## config.mk

```make
export PLATFORM = sky130hd
export DESIGN_NAME = lcd_timing_select
export DESIGN_NICKNAME = d
export VERILOG_FILES = /design/src/pkg/lcd_timing_pkg.sv /design/src/logic/lcd_timing_select.sv /design/src/logic/pin_sync.sv
export SDC_FILE = /design/constraint.sdc
export NUM_CORES = 1
export LEC_CHECK = 0
export ABC_AREA = 1
export BUFFER_PORTS_ARGS = -buffer_cell sky130_fd_sc_hd__buf_4
export CAP_MARGIN = 15
export CORE_ASPECT_RATIO = 1.4
export CORE_MARGIN = 1.5
export CORE_UTILIZATION = 47
export DETAILED_ROUTE_END_ITERATION = 8
export PLACE_DENSITY = 0.73
export SYNTH_ARGS = -nofsm -noshare
export SYNTH_HDL_FRONTEND = slang
export SYNTH_SLANG_ARGS = --single-unit
```

## constraint.sdc

```tcl
create_clock -name clk_i -period 1.6 [get_ports clk_i]
set_clock_uncertainty 0.15 [all_clocks]
set_input_delay 0.32 -clock clk_i [delete_from_list [all_inputs] [get_ports clk_i]]
set_output_delay 0.32 -clock clk_i [all_outputs]
set_load 0.05 [all_outputs]
```

## src/pkg/lcd_timing_pkg.sv

```systemverilog
// constants for the master/slave display timing selector
// assumes a 20 mhz system clock and a line clock in the few-mhz range
package lcd_timing_pkg;

    localparam int   CLK_PERIOD_NS      = 50;
    localparam int   LINE_CLK_PERIOD_NS = 400;
    // half a line clock period, rounded down, never below one cycle
    localparam int   LINE_HALF_CYC      = (LINE_CLK_PERIOD_NS / 2 / CLK_PERIOD_NS) < 1 ? 1 :
                                          (LINE_CLK_PERIOD_NS / 2 / CLK_PERIOD_NS);
    localparam int   LINES_PER_FRAME    = 64;
    localparam int   SYNC_WIDTH         = 4;
    localparam int   SYNC_MODE_BIT      = 0;
    localparam int   SYNC_LINE_BIT      = 1;
    localparam int   SYNC_POL_BIT       = 2;
    localparam int   SYNC_BLANK_BIT     = 3;
    // slave after reset so that no shared pin is driven before the strap is seen
    localparam logic MODE_RESET         = 1'b0;

endpackage : lcd_timing_pkg

```

## src/logic/lcd_timing_select.sv

```systemverilog
// master/slave display timing selector with master-side timing generator
// assumes all pin inputs are asynchronous; blank_req_i and static_on_i come from clk_i logic
//
// Overview of operation
// - mode select high master, low slave
// - master enables oscillator, supply; slave disables, tristates
// - line clock pin output in master, input otherwise
// - ac polarity pin output in master, input otherwise
// - blanking pin output in master, input otherwise
module lcd_timing_select #(
    parameter int LINE_HALF = lcd_timing_pkg::LINE_HALF_CYC,
    parameter int LINES     = lcd_timing_pkg::LINES_PER_FRAME
) (
    input  wire logic clk_i,
    input  wire logic rstn_i,
    input  wire logic master_select_i,
    input  wire logic blank_req_i,
    input  wire logic static_on_i,
    input  wire logic display_line_clock_pin_i,
    output logic      display_line_clock_pin_o,
    output logic      display_line_clock_pin_oe_o,
    input  wire logic lcd_ac_polarity_pin_i,
    output logic      lcd_ac_polarity_pin_o,
    output logic      lcd_ac_polarity_pin_oe_o,
    input  wire logic display_blank_control_pin_i,
    output logic      display_blank_control_pin_o,
    output logic      display_blank_control_pin_oe_o,
    output logic      common_scan_start_pin_o,
    output logic      common_scan_start_pin_oe_o,
    output logic      static_drive_pin_o,
    output logic      static_drive_pin_oe_o,
    output logic      osc_enable_o,
    output logic      power_enable_o,
    output logic      master_mode_o,
    output logic      line_tick_o,
    output logic      ac_polarity_o,
    output logic      blank_o
);

    localparam int HW     = $clog2(LINE_HALF + 1);
    localparam int LW     = $clog2(LINES + 1);
    localparam int LH_M1  = LINE_HALF - 1;

    // ----------------------------------------------------------------
    // functions
    // ----------------------------------------------------------------
    function automatic logic cnt_at_last(input logic [15:0] cnt, input int lim);
        cnt_at_last = (cnt == 16'(lim - 1));
    endfunction : cnt_at_last

    // ----------------------------------------------------------------
    // pin synchronisers
    // ----------------------------------------------------------------
    logic [lcd_timing_pkg::SYNC_WIDTH-1:0] pins_s;

    pin_sync #(
        .WIDTH (lcd_timing_pkg::SYNC_WIDTH)
    ) u_pin_sync (
        .clk_i  (clk_i),
        .rstn_i (rstn_i),
        .d_i    ({display_blank_control_pin_i, lcd_ac_polarity_pin_i,
                  display_line_clock_pin_i, master_select_i}),
        .q_o    (pins_s)
    );

    wire mode_s  = pins_s[lcd_timing_pkg::SYNC_MODE_BIT];
    wire line_s  = pins_s[lcd_timing_pkg::SYNC_LINE_BIT];
    wire pol_s   = pins_s[lcd_timing_pkg::SYNC_POL_BIT];
    wire blank_s = pins_s[lcd_timing_pkg::SYNC_BLANK_BIT];

    // ----------------------------------------------------------------
    // state
    // ----------------------------------------------------------------
    logic          mode_reg;
    logic [HW-1:0] half_cnt_reg;
    logic [HW-1:0] half_cnt_next;
    logic [LW-1:0] line_cnt_reg;
    logic [LW-1:0] line_cnt_next;
    logic          gen_clk_reg;
    logic          gen_pol_reg;
    logic          line_prev_reg;
    logic          tick_reg;
    logic          pol_reg;
    logic          blank_reg;
    logic          blank_pin_reg;
    logic          scan_reg;
    logic          static_reg;

    // ----------------------------------------------------------------
    // master timing generator, held in reset while slave
    // ----------------------------------------------------------------
    wire half_end   = mode_reg && cnt_at_last(16'(half_cnt_reg), LINE_HALF);
    wire gen_rise   = half_end && !gen_clk_reg;
    wire frame_end  = gen_rise && cnt_at_last(16'(line_cnt_reg), LINES);
    wire line_rise  = line_s && !line_prev_reg;

    assign half_cnt_next = (!mode_reg || half_end) ? '0 : HW'(half_cnt_reg + 1'b1);
    assign line_cnt_next = !mode_reg ? '0 : frame_end ? '0 :
                           gen_rise ? LW'(line_cnt_reg + 1'b1) : line_cnt_reg;

    // internal timing: tick and polarity generated and blanking from blank_req_i in master, all taken from pins in slave
    wire tick_next  = mode_reg ? gen_rise : line_rise;
    wire pol_next   = mode_reg ? gen_pol_reg : pol_s;
    wire blank_next = mode_reg ? blank_req_i : blank_s;

    always_ff @(posedge clk_i or negedge rstn_i) begin
        if (!rstn_i) begin
            mode_reg <= lcd_timing_pkg::MODE_RESET;
        end else begin
            mode_reg <= mode_s;
        end
    end

    always_ff @(posedge clk_i or negedge rstn_i) begin
        if (!rstn_i) begin
            half_cnt_reg <= '0;
            line_cnt_reg <= '0;
            gen_clk_reg  <= 1'b0;
            gen_pol_reg  <= 1'b0;
        end else begin
            half_cnt_reg <= half_cnt_next;
            line_cnt_reg <= line_cnt_next;
            gen_clk_reg  <= mode_reg && (gen_clk_reg ^ half_end);
            gen_pol_reg  <= mode_reg && (gen_pol_reg ^ frame_end);
        end
    end

    always_ff @(posedge clk_i or negedge rstn_i) begin
        if (!rstn_i) begin
            line_prev_reg <= 1'b0;
            tick_reg      <= 1'b0;
            pol_reg       <= 1'b0;
            blank_reg     <= 1'b0;
        end else begin
            line_prev_reg <= line_s;
            tick_reg      <= tick_next;
            pol_reg       <= pol_next;
            blank_reg     <= blank_next;
        end
    end

    // pin drive values, held low while slave; the enables decide whether they reach the wire
    always_ff @(posedge clk_i or negedge rstn_i) begin
        if (!rstn_i) begin
            blank_pin_reg <= 1'b0;
            scan_reg      <= 1'b0;
            static_reg    <= 1'b0;
        end else begin
            blank_pin_reg <= mode_reg && blank_req_i;
            scan_reg      <= mode_reg && (line_cnt_reg == '0);
            static_reg    <= mode_reg && (gen_pol_reg ^ static_on_i);
        end
    end

    // ----------------------------------------------------------------
    // outputs
    // ----------------------------------------------------------------
    assign display_line_clock_pin_o       = gen_clk_reg;
    assign display_line_clock_pin_oe_o    = mode_reg;
    assign lcd_ac_polarity_pin_o          = gen_pol_reg;
    assign lcd_ac_polarity_pin_oe_o       = mode_reg;
    assign display_blank_control_pin_o    = blank_pin_reg;
    assign display_blank_control_pin_oe_o = mode_reg;
    assign common_scan_start_pin_o        = scan_reg;
    assign common_scan_start_pin_oe_o     = mode_reg;
    assign static_drive_pin_o             = static_reg;
    assign static_drive_pin_oe_o          = mode_reg;
    assign osc_enable_o                   = mode_reg;
    assign power_enable_o                 = mode_reg;
    assign master_mode_o                  = mode_reg;
    assign line_tick_o                    = tick_reg;
    assign ac_polarity_o                  = pol_reg;
    assign blank_o                        = blank_reg;
endmodule : lcd_timing_select

```

## src/logic/pin_sync.sv

```systemverilog
// two-stage synchroniser for a group of independent pin levels
// assumes each bit is a level; bits are not coherent with each other
module pin_sync #(
    parameter int WIDTH = 1
) (
    input  wire logic             clk_i,
    input  wire logic             rstn_i,
    input  wire logic [WIDTH-1:0] d_i,
    output logic      [WIDTH-1:0] q_o
);

    logic [WIDTH-1:0] meta_reg;
    logic [WIDTH-1:0] sync_reg;

    always_ff @(posedge clk_i or negedge rstn_i) begin
        if (!rstn_i) begin
            meta_reg <= '0;
            sync_reg <= '0;
        end else begin
            meta_reg <= d_i;
            sync_reg <= meta_reg;
        end
    end

    assign q_o = sync_reg;

endmodule : pin_sync

```

* Word level (Yosys, flattened, before mapping)
Cells that the tools add are included.
Operators by class: $add $sub $neg 2, equal/unequal tests 3, multiplexer cells 7, bitwise operators 3, reduce and logical (&&, ||, !) cells 14
Operators with widths (number):
- $mux 7 | 3
- $logic_and 1x1->1 | 9
- $add 7x1->7 const B | 1
- $eq 7x6->1 const B | 1
- $logic_not 7->1 | 1
- $add 3x1->3 const B | 1
- $eq 3x2->1 const B | 1
- $logic_not 1->1 | 3
- $mux 1 | 3
- $mux 3 | 1
- $ne 3x1->1 const B | 1
- $xor 1x1->1 | 3
- $logic_or 1x1->1 | 1
Word-level totals: bits in registers 28, input bits 8, output and inout bits 16, word-level logic and storage cells 43

* Longest topological paths before layout
Gate-level depths: netlist (run 1).
word-level depth 6, gate-level depth with buffers 11, mapped depth without buffers 11

* Hierarchy
Synthesis (run 1) repeated with hierarchy kept, for this count alone.
Unflattened totals: cells, all modules 116, area total of the unflattened synthesis 1174.9 um^2
By module, submodules not included:
- lcd_timing_select | instances 1, cells an instance 108, area each 974.7 um^2, sequential area each 500.5 um^2
- pin_sync | instances 1, cells an instance 8, area each 200.2 um^2, sequential area each 200.2 um^2

* Worst setup path after synthesis (run 1)
Ideal clock, no wire load.
path type reg2reg, from reg mode_reg (netlist: common_scan_start_pin_oe_o), to reg line_cnt_reg[3], library setup time 119 ps, arrival 1646 ps, required time 1331 ps, path slack -314 ps, cell stages (with the launch flop) 10, path buffers 1, clock period less this slack 1914 ps, cells stage by stage dfrtp_1 > buf_6 > nand2_1 > inv_1 > ha_1 > inv_1 > nand2_2 > nand2_1 > xor2_1 > nor2_2
Between the ends: word-level cells in the longest chain between the ends 5, elaborated cells between the ends (all ways) 6, classes of those cells eq/ne: 1; mux: 2; reduce/logical: 3
Ends and longest elaborated chain:
- start, declared | RTL line lcd_timing_select.sv:74 | logic mode_reg;
- start signal, assigned | RTL line lcd_timing_select.sv:108 | mode_reg <= lcd_timing_pkg::MODE_RESET;
- start signal, assigned | RTL line lcd_timing_select.sv:110 | mode_reg <= mode_s;
- $logic_and 1x1->1 | RTL line lcd_timing_select.sv:92 | wire half_end = mode_reg && cnt_at_last(16'(half_cnt_reg), LINE_HALF);
- $logic_and 1x1->1 | RTL line lcd_timing_select.sv:93 | wire gen_rise = half_end && !gen_clk_reg;
- $logic_and 1x1->1 | RTL line lcd_timing_select.sv:94 | wire frame_end = gen_rise && cnt_at_last(16'(line_cnt_reg), LINES);
- $mux 7 (2 in series) | RTL line lcd_timing_select.sv:98 | assign line_cnt_next = !mode_reg ? '0 : frame_end ? '0 :
- end signal, assigned | RTL line lcd_timing_select.sv:122 | line_cnt_reg <= line_cnt_next;
- end, declared | RTL line lcd_timing_select.sv:77 | logic [LW-1:0] line_cnt_reg;
Parallel ways exist; a longest one is shown, timed or not. A chain may end at the register's enable or synchronous reset.

* Worst setup path after layout (run 1)
from reg half_cnt_reg[0], to reg line_cnt_reg[6]
Between the ends: word-level cells in the longest chain between the ends 6, elaborated cells between the ends (all ways) 7, classes of those cells eq/ne: 2; mux: 2; reduce/logical: 3
Ends and longest elaborated chain:
- start, declared | RTL line lcd_timing_select.sv:75 | logic [HW-1:0] half_cnt_reg;
- start signal, assigned | RTL line lcd_timing_select.sv:121 | half_cnt_reg <= half_cnt_next;
- $eq 3x2->1 * | RTL line lcd_timing_select.sv:48 | cnt_at_last = (cnt == 16'(lim - 1));
- $logic_and 1x1->1 * | RTL line lcd_timing_select.sv:92
- $logic_and 1x1->1 * | RTL line lcd_timing_select.sv:93
- $logic_and 1x1->1 | RTL line lcd_timing_select.sv:94
- $mux 7 (2 in series) | RTL line lcd_timing_select.sv:98
Every way passes the cells marked *; elsewhere a longest branch is shown, timed or not.

==> impl_metrics.tcl, run 1 <==
set metrics [dict create \
    cp_max_fo 4 \
    synth_cells 114 \
    drc 0 \
    cts_root_buf "clkbuf_4" \
    hp-class "input pin to flop" \
    p_per_area_nw_per_um2 849 \
    seq_area_um2 702 \
    fmax_mhz 578 \
    ys_seq_area_share_pct 60.5 \
    end_kind "flop" \
    worst_slack_ns -0.131 \
    drive_above_1_share_pct 40.6 \
    ir_drop_mv 0.644 \
    grt_max_degree 29 \
    insertion_delay_ns 0.33 \
    p_leak_uw 0.000755 \
    drv_cap 0 \
    largest_reg_flops 7 \
    numPortBuffers 23 \
    wirelength_um 2200 \
    multi_input_area_um2 430 \
    synth-async-reset-ratio_pct 100 \
    post-route-util_pct 66.4 \
    grtUsageTotal_pct 17.4 \
    slew_violations 0 \
    clk_pin_slew_worst_paths_ns 0.15 \
    violations "negative setup slack" \
    htree_levels 1 \
    hpwl_um 1440 \
    crit_path_start_kind "flop" \
    crit_type "flop to flop" \
    fin_setup_tns_ns -0.430 \
    synth_edf_count 0 \
    syn_avg_cell_area_um2 10.2 \
    area_growth_syn_to_layout_pct 35.5 \
    cp.arrival_ns 1.83 \
    ys_ff_latch 28 \
    antenna_found_initial 0 \
    tritoncts "yes" \
    final.fill_count 170 \
    via_count 847 \
    relSlewSlack_pct 77.6 \
    ys_warn_count 0 \
    ys.flop_type "dfrtp_1" \
    setup_viol 8 \
    firstDrtPassIters 4 \
    io_pins 24 \
    worstPathCellList "ha_2, ha_4, nand2_2, inv_2, ha_4, buf_6, nand3_2, nor3_2, nor3_2" \
    dieWidth_um 45.0 \
    syn-num-nets 127 \
    slowest_stage "dfrtp_1" \
    grt_overflow 0 \
    nNetsFinal 157 \
    drtAntennaViolNets 0 \
    dieArea_um2 2780 \
    fin_crit_sh_pct 108 \
    fp-row-count 21 \
    status "complete, but fails checks" \
    rsz0062_at_grt "true" \
    routedWlPerCell_um 13.3 \
    grt_pass1_wl_um 3440 \
    crit_required_ns 1.69 \
    min_period_ns 1.73 \
    gp_congestion 0.870 \
    cts_sinks 28 \
    start_util_pct 49.0 \
    cts_buffers 3 \
    num_antenna_cells 0 \
    critical-path-max-stage-delay_ns 0.41 \
    core_um2 2360 \
    cts_buffer_depth 2 \
    drt-initial-drc-count 11 \
    die_height_um 61.7 \
    worstMarginPinSlew_ns 0.337 \
    syn_area_um2 1160 \
    synthDistinctLibCells 22 \
    first_global_vias 846 \
    finalHoldViolCount 0 \
    vias_per_cell 5.10 \
]
==> cells in the mapped netlist, types with 2 or more instances <==
master | count | share of area (%)
o21ai_0 | 2 | 0.86
nor2_2 | 2 | 1.1
nand2_2 | 2 | 1.1
a21oi_1 | 2 | 0.86
nor3_1 | 2 | 0.86
nand3_1 | 6 | 2.6
nor2_1 | 11 | 3.6
o21bai_1 | 2 | 1.3
dfrtp_1 | 28 | 60
nand2_1 | 21 | 6.8
ha_1 | 5 | 5.4
inv_1 | 15 | 4.9
buf_4 | 7 | 4.5
==> kinds of logic (layout without fill, tap and decap cells) <==
| logic type | count (synthesis) | after routing | share of synthesized area, % |
|---|---|---|---|
| simple gates | 46 | 46 | 17.1 |
| flops | 28 | 28 | 60.5 |
| buf+inv | 24 | 53 | 10.7 |
| compound gates | 9 | 9 | 4.86 |
| fa+ha+maj | 5 | 5 | 5.40 |
| xor+xnor | 2 | 2 | 1.51 |
==> final timing paths <==
kind	depth (start not counted)	slack (ns)	from	end
worst min-delay path	3	0.06	blank_req_i	display_blank_control_pin_o
worst max register to register	9	-0.13	half_cnt_reg[0]	line_cnt_reg[6]
min in group asynchronous	2	0.26	rstn_i	line_cnt_reg[5]
worst max-delay path	9	-0.13	half_cnt_reg[0]	line_cnt_reg[6]
max in group asynchronous	2	0.76	rstn_i	common_scan_start_pin_oe_o
worst min register to register	0	0.22	u_pin_sync.meta_reg[1]	u_pin_sync.q_o[1]
==> cell usage in the layout, fill, tap and decap left out, types with 4 or more instances in the layout <==
| cell type | n |
|---|---|
| dfrtp_1 | 27 |
| buf_4 | 17 |
| nand2_1 | 15 |
| inv_1 | 12 |
| buf_6 | 10 |
| nor2_1 | 9 |
| dlygate4sd3_1 | 5 |
| nand2_2 | 4 |
| nand2_4 | 4 |
| nand3_1 | 4 |
==> power breakdown <==
part           internal [uW]  switching [uW]  leakage [uW]
clock                    139             201     0.0000210
combinational           92.7             148      0.000378
sequential               740            12.4      0.000356
total                    972             361      0.000755
==> layout make-up <==
cell class / count / area share [%]
clock buffers: 4 / 2.31
repair buffers: 33 / 19.8
multi-input cells: 62 / 27.4
flip-flops and latches: 28 / 44.7
well taps: 23 / 1.83
inverters: 16 / 3.98
==> what timing repair did <==
action / in CTS / in global routing
setup endpoints to repair: 16 / 17
hold endpoints to repair: 32 / 0
pin swaps: 7 / 6
hold buffers: 5 / 0
buffers inserted: 2 / 1
resized for setup: 19 / 19
==> critical path, delay by kind of cell (launching register included) <==
kind          cells  cell delay, ns
fa+ha+maj         3            0.53
simple gates      4            0.39
flops             1            0.41
buf+inv           2            0.16
==> metal layers <==
metal | share of wire [%] | global-route usage [%] | wire [um] | vias up
met2 | 56 | 32.9 | 1220 | 22
met4 | 3.4 | 10.5 | 75 | 0
met1 | 37 | 18.2 | 825 | 412
li1 | - | - | - | 405
met5 | 0 | 0 | 0 | -
met3 | 3.5 | 1.73 | 77 | 8
==> per-stage QoR <==
step	hold WS [ns]	instance area (um^2)	setup slack [ns]	std cells	power (uW)
finish	0.0577	1570	-0.131	166	1330
global route	0.0728	1570	-0.176	166	1390
CTS	0.0457	1490	-0.0700	165	1330
detailed placement	0.104	1330	-0.138	154	964
global placement	0.101	1330	-0.0705	154	956
floorplan	-0.126	1170	-0.0702	114	900
Note: power is estimated with default switching activity, not from simulation.
==> inputs of run 2 (changes only) <==
==> constraint.sdc (replaced) <==
create_clock -name clk_i -period 1.4 [get_ports clk_i]
set_clock_uncertainty 0.15 [all_clocks]
set_input_delay 0.28 -clock clk_i [delete_from_list [all_inputs] [get_ports clk_i]]
set_output_delay 0.28 -clock clk_i [all_outputs]
set_load 0.05 [all_outputs]
==> run 2 against run 1 <==
Net effect:
- the run still ends with negative setup slack left
- first-iteration DRC count is 45% higher
- critical path depth unchanged
- via count rose by 3.5%
- die area is the same
- global-route usage increased by 0.35 points
- clock power is 14% higher
- setup slack lost 0.13 ns
- sequential share of layout area is 3.3 points lower
- final cell count is 2.4% higher
- sequential power grew 15%
- non-clock buffer count increased by 4
- combinational power increased by 32%
- critical endpoint unchanged
==> impl_metrics.tcl, run 2 (synthesized netlist as in run 1, its figures left out) <==
set metrics [dict create \
    status "complete, but fails checks" \
    violations "negative setup slack" \
    numPortBuffers 23 \
    num_antenna_cells 0 \
    drtAntennaViolNets 0 \
    slew_violations 0 \
    nNetsFinal 161 \
    dieArea_um2 2780 \
    crit_path_start_kind "flop" \
    io_pins 24 \
    final_cell_mix "dfrtp_1, buf_4, nand2_1, inv_1, buf_12" \
    fin_crit_sh_pct 118 \
    drive_above_1_share_pct 40.1 \
    rsz0062_at_grt "true" \
    routedWlPerCell_um 13.8 \
    ir_drop_mv 0.653 \
    fp-row-count 21 \
    drc 0 \
    rrSetupSlack_ns -0.26 \
    worstMarginPinSlew_ns 0.351 \
    p_leak_uw 0.000811 \
    r2r-end "line_cnt_reg[6]" \
    end_kind "flop" \
    hold_depth 3 \
    finalHoldViolCount 0 \
    wirelength_um 2340 \
    setup_viol 17 \
    worstHoldEndpoint "display_blank_control_pin_o" \
    relSlewSlack_pct 76.6 \
    clk_pin_slew_worst_paths_ns 0.15 \
    antenna_found_initial 0 \
    cts_buffers 3 \
    placed_cells 157 \
    insertion_delay_ns 0.32 \
    cp.arrival_ns 1.76 \
    tritoncts "yes" \
    hold_start "blank_req_i" \
    crit_required_ns 1.50 \
    pre_cts_ws_ns -0.277 \
    hpwl_um 1430 \
    grt_pass1_wl_um 3550 \
    r2r_start "half_cnt_reg[1]" \
    hp-class "input pin to flop" \
    p_per_area_nw_per_um2 923 \
    vias_per_cell 5.16 \
    core_um2 2360 \
    die_height_um 61.7 \
    cts_buffer_depth 2 \
    holdWs_ns 0.0266 \
    r2r_cells 9 \
    mostFrequentLayoutCell "dfrtp_1" \
    via_count 877 \
    instances_no_fill 170 \
    first_global_vias 864 \
    fmax_mhz 603 \
    htree_levels 1 \
    final_area_um2 1700 \
    cts_sinks 28 \
    placed_area_um2 1360 \
    drt-initial-drc-count 16 \
    dieWidth_um 45.0 \
    grt_overflow 0 \
    crit_type "flop to flop" \
    drv_cap 0 \
    worst_slack_ns -0.257 \
    min_period_ns 1.66 \
    cts_root_buf "clkbuf_4" \
    area_growth_syn_to_layout_pct 46.4 \
    largest_reg_flops 7 \
    gp_congestion 0.885 \
    firstDrtPassIters 4 \
    grt_max_degree 29 \
    cp_max_fo 3 \
    start_util_pct 49.0 \
    grtUsageTotal_pct 17.8 \
]
run 2: critical path, cell delays in order, from the launching register on:
cell	delay, ns
dfrtp_1	0.41
ha_2	0.20
ha_4	0.16
nand2_2	0.06
inv_2	0.04
ha_4	0.16
buf_6	0.12
nand3_4	0.08
nor3_2	0.04
nor3_1	0.17
run 2: area by class of cell:
cell class	instances	area, um^2
clock buffer	4	36.3
multi-input combinational	62	427
inverter	16	62.6
timing repair buffer	37	440
sequential	28	702
tap	23	28.8
fill	159	668
run 2: routing by layer:
layer | track usage (%) | wire length [um] | vias up | share of wire (%)
li1 | - | - | 411 | -
met1 | 18.2 | 878 | 445 | 37
met2 | 35.7 | 1370 | 17 | 58
met3 | 2.60 | 60 | 4 | 2.6
met4 | 5.88 | 37 | 0 | 1.6
met5 | 0 | 0 | - | 0
run 2: worst max-delay path by stage:
stage	start	slack [ns]	endpoint	cells after the start
floorplan	common_scan_start_pin_oe_o	-0.27	lcd_ac_polarity_pin_o	9
global placement	half_cnt_reg[0]	-0.26	line_cnt_reg[0]	10
detailed placement	half_cnt_reg[0]	-0.28	line_cnt_reg[0]	10
CTS	half_cnt_reg[1]	-0.27	lcd_ac_polarity_pin_o	10
global route	half_cnt_reg[1]	-0.36	line_cnt_reg[5]	10
finish	half_cnt_reg[1]	-0.26	line_cnt_reg[6]	9
run 2: per-stage QoR:
stage                     power (uW)  TNS (ns)  utilization (%)
after global routing            1630     -4.23             71.7
after floorplan                 1030     -1.59                -
after global placement          1100     -1.81             57.3
final                           1570     -3.12             71.7
after CTS                       1560     -3.25             69.0
after detailed placement        1110     -2.14             57.3
run 2: what timing repair did:
item                                    4_1_cts  5_1_grt
pin swaps                                     6        3
endpoints found under the hold margin        32        0
gates cloned                                  1        0
hold buffers                                  5        0
setup buffers                                 3        0
endpoints found under the setup margin       19       21
resized for setup                            36       16
run 2: where the power goes:
group / switching (uW) / internal (uW) / leakage [uW]
clock: 229 / 159 / 0.0000210
combinational: 178 / 138 / 0.000434
sequential: 16.4 / 846 / 0.000356
==> inputs of run 3 (changes only) <==
--- a/config.mk
+++ b/config.mk
@@ -13,6 +13,7 @@
 export CORE_UTILIZATION = 47
 export DETAILED_ROUTE_END_ITERATION = 8
 export PLACE_DENSITY = 0.73
+export SKIP_LAST_GASP = 1
 export SYNTH_ARGS = -nofsm -noshare
 export SYNTH_HDL_FRONTEND = slang
 export SYNTH_SLANG_ARGS = --single-unit
==> run 3 against run 2 <==
Net effect:
- the flow still finishes with violations (negative setup slack)
- critical endpoint is now line_cnt_reg[0]
- setup slack got worse by 0.021 ns
- first-iteration DRC count decreased by 38%
- critical path depth increased by 1
- clock-buffer cell count unchanged
- global-route usage decreased by 0.12 points
- clock power increased by 1%
- total power decreased by 0.22%
- largest power group unchanged
- die area unchanged
==> impl_metrics.tcl, run 3 (synthesized netlist as in run 1, its figures left out) <==
set metrics [dict create \
    start_util_pct 49.0 \
    tritoncts "yes" \
    largest_reg_flops 7 \
    finalHoldViolCount 0 \
    post-route-util_pct 70.0 \
    core_um2 2360 \
    worstMarginPinSlew_ns 0.338 \
    instances_no_fill 170 \
    ir_drop_mv 0.659 \
    holdWs_ns 0.0250 \
    htree_levels 1 \
    grtUsageTotal_pct 17.7 \
    numPortBuffers 23 \
    final_area_um2 1660 \
    crit_path_start_kind "flop" \
    area_growth_syn_to_layout_pct 42.9 \
    antenna_found_initial 0 \
    cp.buffers_inverters 3 \
    die_height_um 61.7 \
    cts_sinks 28 \
    nNetsFinal 161 \
    p_per_area_nw_per_um2 944 \
    setup_viol 17 \
    cts_buffer_depth 2 \
    hp-class "input pin to flop" \
    relSlewSlack_pct 77.5 \
    gp_congestion 0.885 \
    status "complete, but fails checks" \
    num_antenna_cells 0 \
    dieWidth_um 45.0 \
    crit_required_ns 1.47 \
    end_kind "flop" \
    cts_buffers 3 \
    slowest_stage "dfrtp_1" \
    final_cell_mix "dfrtp_1, buf_4, nand2_1, inv_1" \
    drv_cap 0 \
    mostFrequentLayoutCell "dfrtp_1" \
    placed_area_um2 1360 \
    drtAntennaViolNets 0 \
    min_period_ns 1.68 \
    via_count 857 \
    drive_above_1_share_pct 38.8 \
    io_pins 24 \
    worstPathCellList "ha_2, ha_4, nand2_2, inv_2, ha_4, buf_4, nand2_2, inv_2, nand3_1, o21ai_1" \
    firstDrtPassIters 4 \
    cp.arrival_ns 1.75 \
    critical-path-max-stage-delay_ns 0.41 \
    vias_per_cell 5.04 \
    violations "negative setup slack" \
    worst_slack_ns -0.278 \
    clk_pin_slew_worst_paths_ns 0.15 \
    crit_type "flop to flop" \
    grt_max_degree 29 \
    first_global_vias 862 \
    p_leak_uw 0.000791 \
    slew_violations 0 \
    drc 0 \
    hpwl_um 1430 \
    placed_cells 157 \
    fin_crit_sh_pct 120 \
    routedWlPerCell_um 12.7 \
    fp-row-count 21 \
    critPathTopFamily "adder cells" \
    dieArea_um2 2780 \
    rsz0062_at_grt "true" \
    grt_overflow 0 \
    drt-initial-drc-count 10 \
    cts_root_buf "clkbuf_4" \
    cp_max_fo 3 \
    fmax_mhz 596 \
    grt_pass1_wl_um 3530 \
    insertion_delay_ns 0.32 \
    wirelength_um 2160 \
]
run 3: report_power, final:
group	internal [uW]	total, uW	switching (uW)	leakage (uW)
combinational	135	308	173	0.000414
clock	159	392	233	0.0000210
sequential	846	862	16.8	0.000356
total	1140	1560	423	0.000791
run 3: worst paths after layout:
check | slack (ns) | end | startpoint | cells after the start
worst max register to register | -0.28 | line_cnt_reg[0] | half_cnt_reg[1] | 10
max in group asynchronous | 0.59 | common_scan_start_pin_oe_o | rstn_i | 2
worst max-delay path | -0.28 | line_cnt_reg[0] | half_cnt_reg[1] | 10
min in group asynchronous | 0.24 | u_pin_sync.q_o[2] | rstn_i | 2
worst min register to register | 0.22 | u_pin_sync.q_o[2] | u_pin_sync.meta_reg[2] | 0
worst min-delay path | 0.02 | display_blank_control_pin_o | blank_req_i | 3
run 3: metal layers:
layer	GRT usage, %	share of wire [%]	up-vias
met4	5.88	0.55	0
met3	2.60	2.8	2
met2	35.7	58	14
met1	17.8	39	429
met5	0	0	-
li1	-	-	412
run 3: what timing repair did:
| item | CTS | global route |
|---|---|---|
| hold buffers | 5 | 0 |
| pin swaps | 6 | 1 |
| endpoints found under the setup margin | 19 | 23 |
| hold endpoints to repair | 32 | 0 |
| resized for setup | 34 | 8 |
| gates cloned | 1 | 0 |
| buffers inserted | 3 | 0 |
run 3: area by class of cell:
type | instances | area (um^2)
inverters | 16 | 60.1
flip-flops and latches | 28 | 702
fillers | 171 | 709
well taps | 23 | 28.8
repair buffers | 37 | 434
multi-input cells | 62 | 394
clock buffers | 4 | 36.3
run 3: worst reg2reg max path: stages, from the launching register on:
cell,delay [ns]
dfrtp_1,0.41
ha_2,0.20
ha_4,0.16
nand2_2,0.06
inv_2,0.04
ha_4,0.15
buf_4,0.14
nand2_2,0.08
inv_2,0.05
nand3_1,0.07
o21ai_1,0.07
run 3: through the flow:
stage                     setup slack, ns  TNS, ns  total power [uW]
after detailed placement           -0.277    -2.14              1110
final                              -0.278    -3.20              1560
after global routing               -0.336    -4.30              1620
after CTS                          -0.266    -3.66              1560
after floorplan                    -0.270    -1.59              1030
after global placement             -0.262    -1.81              1100
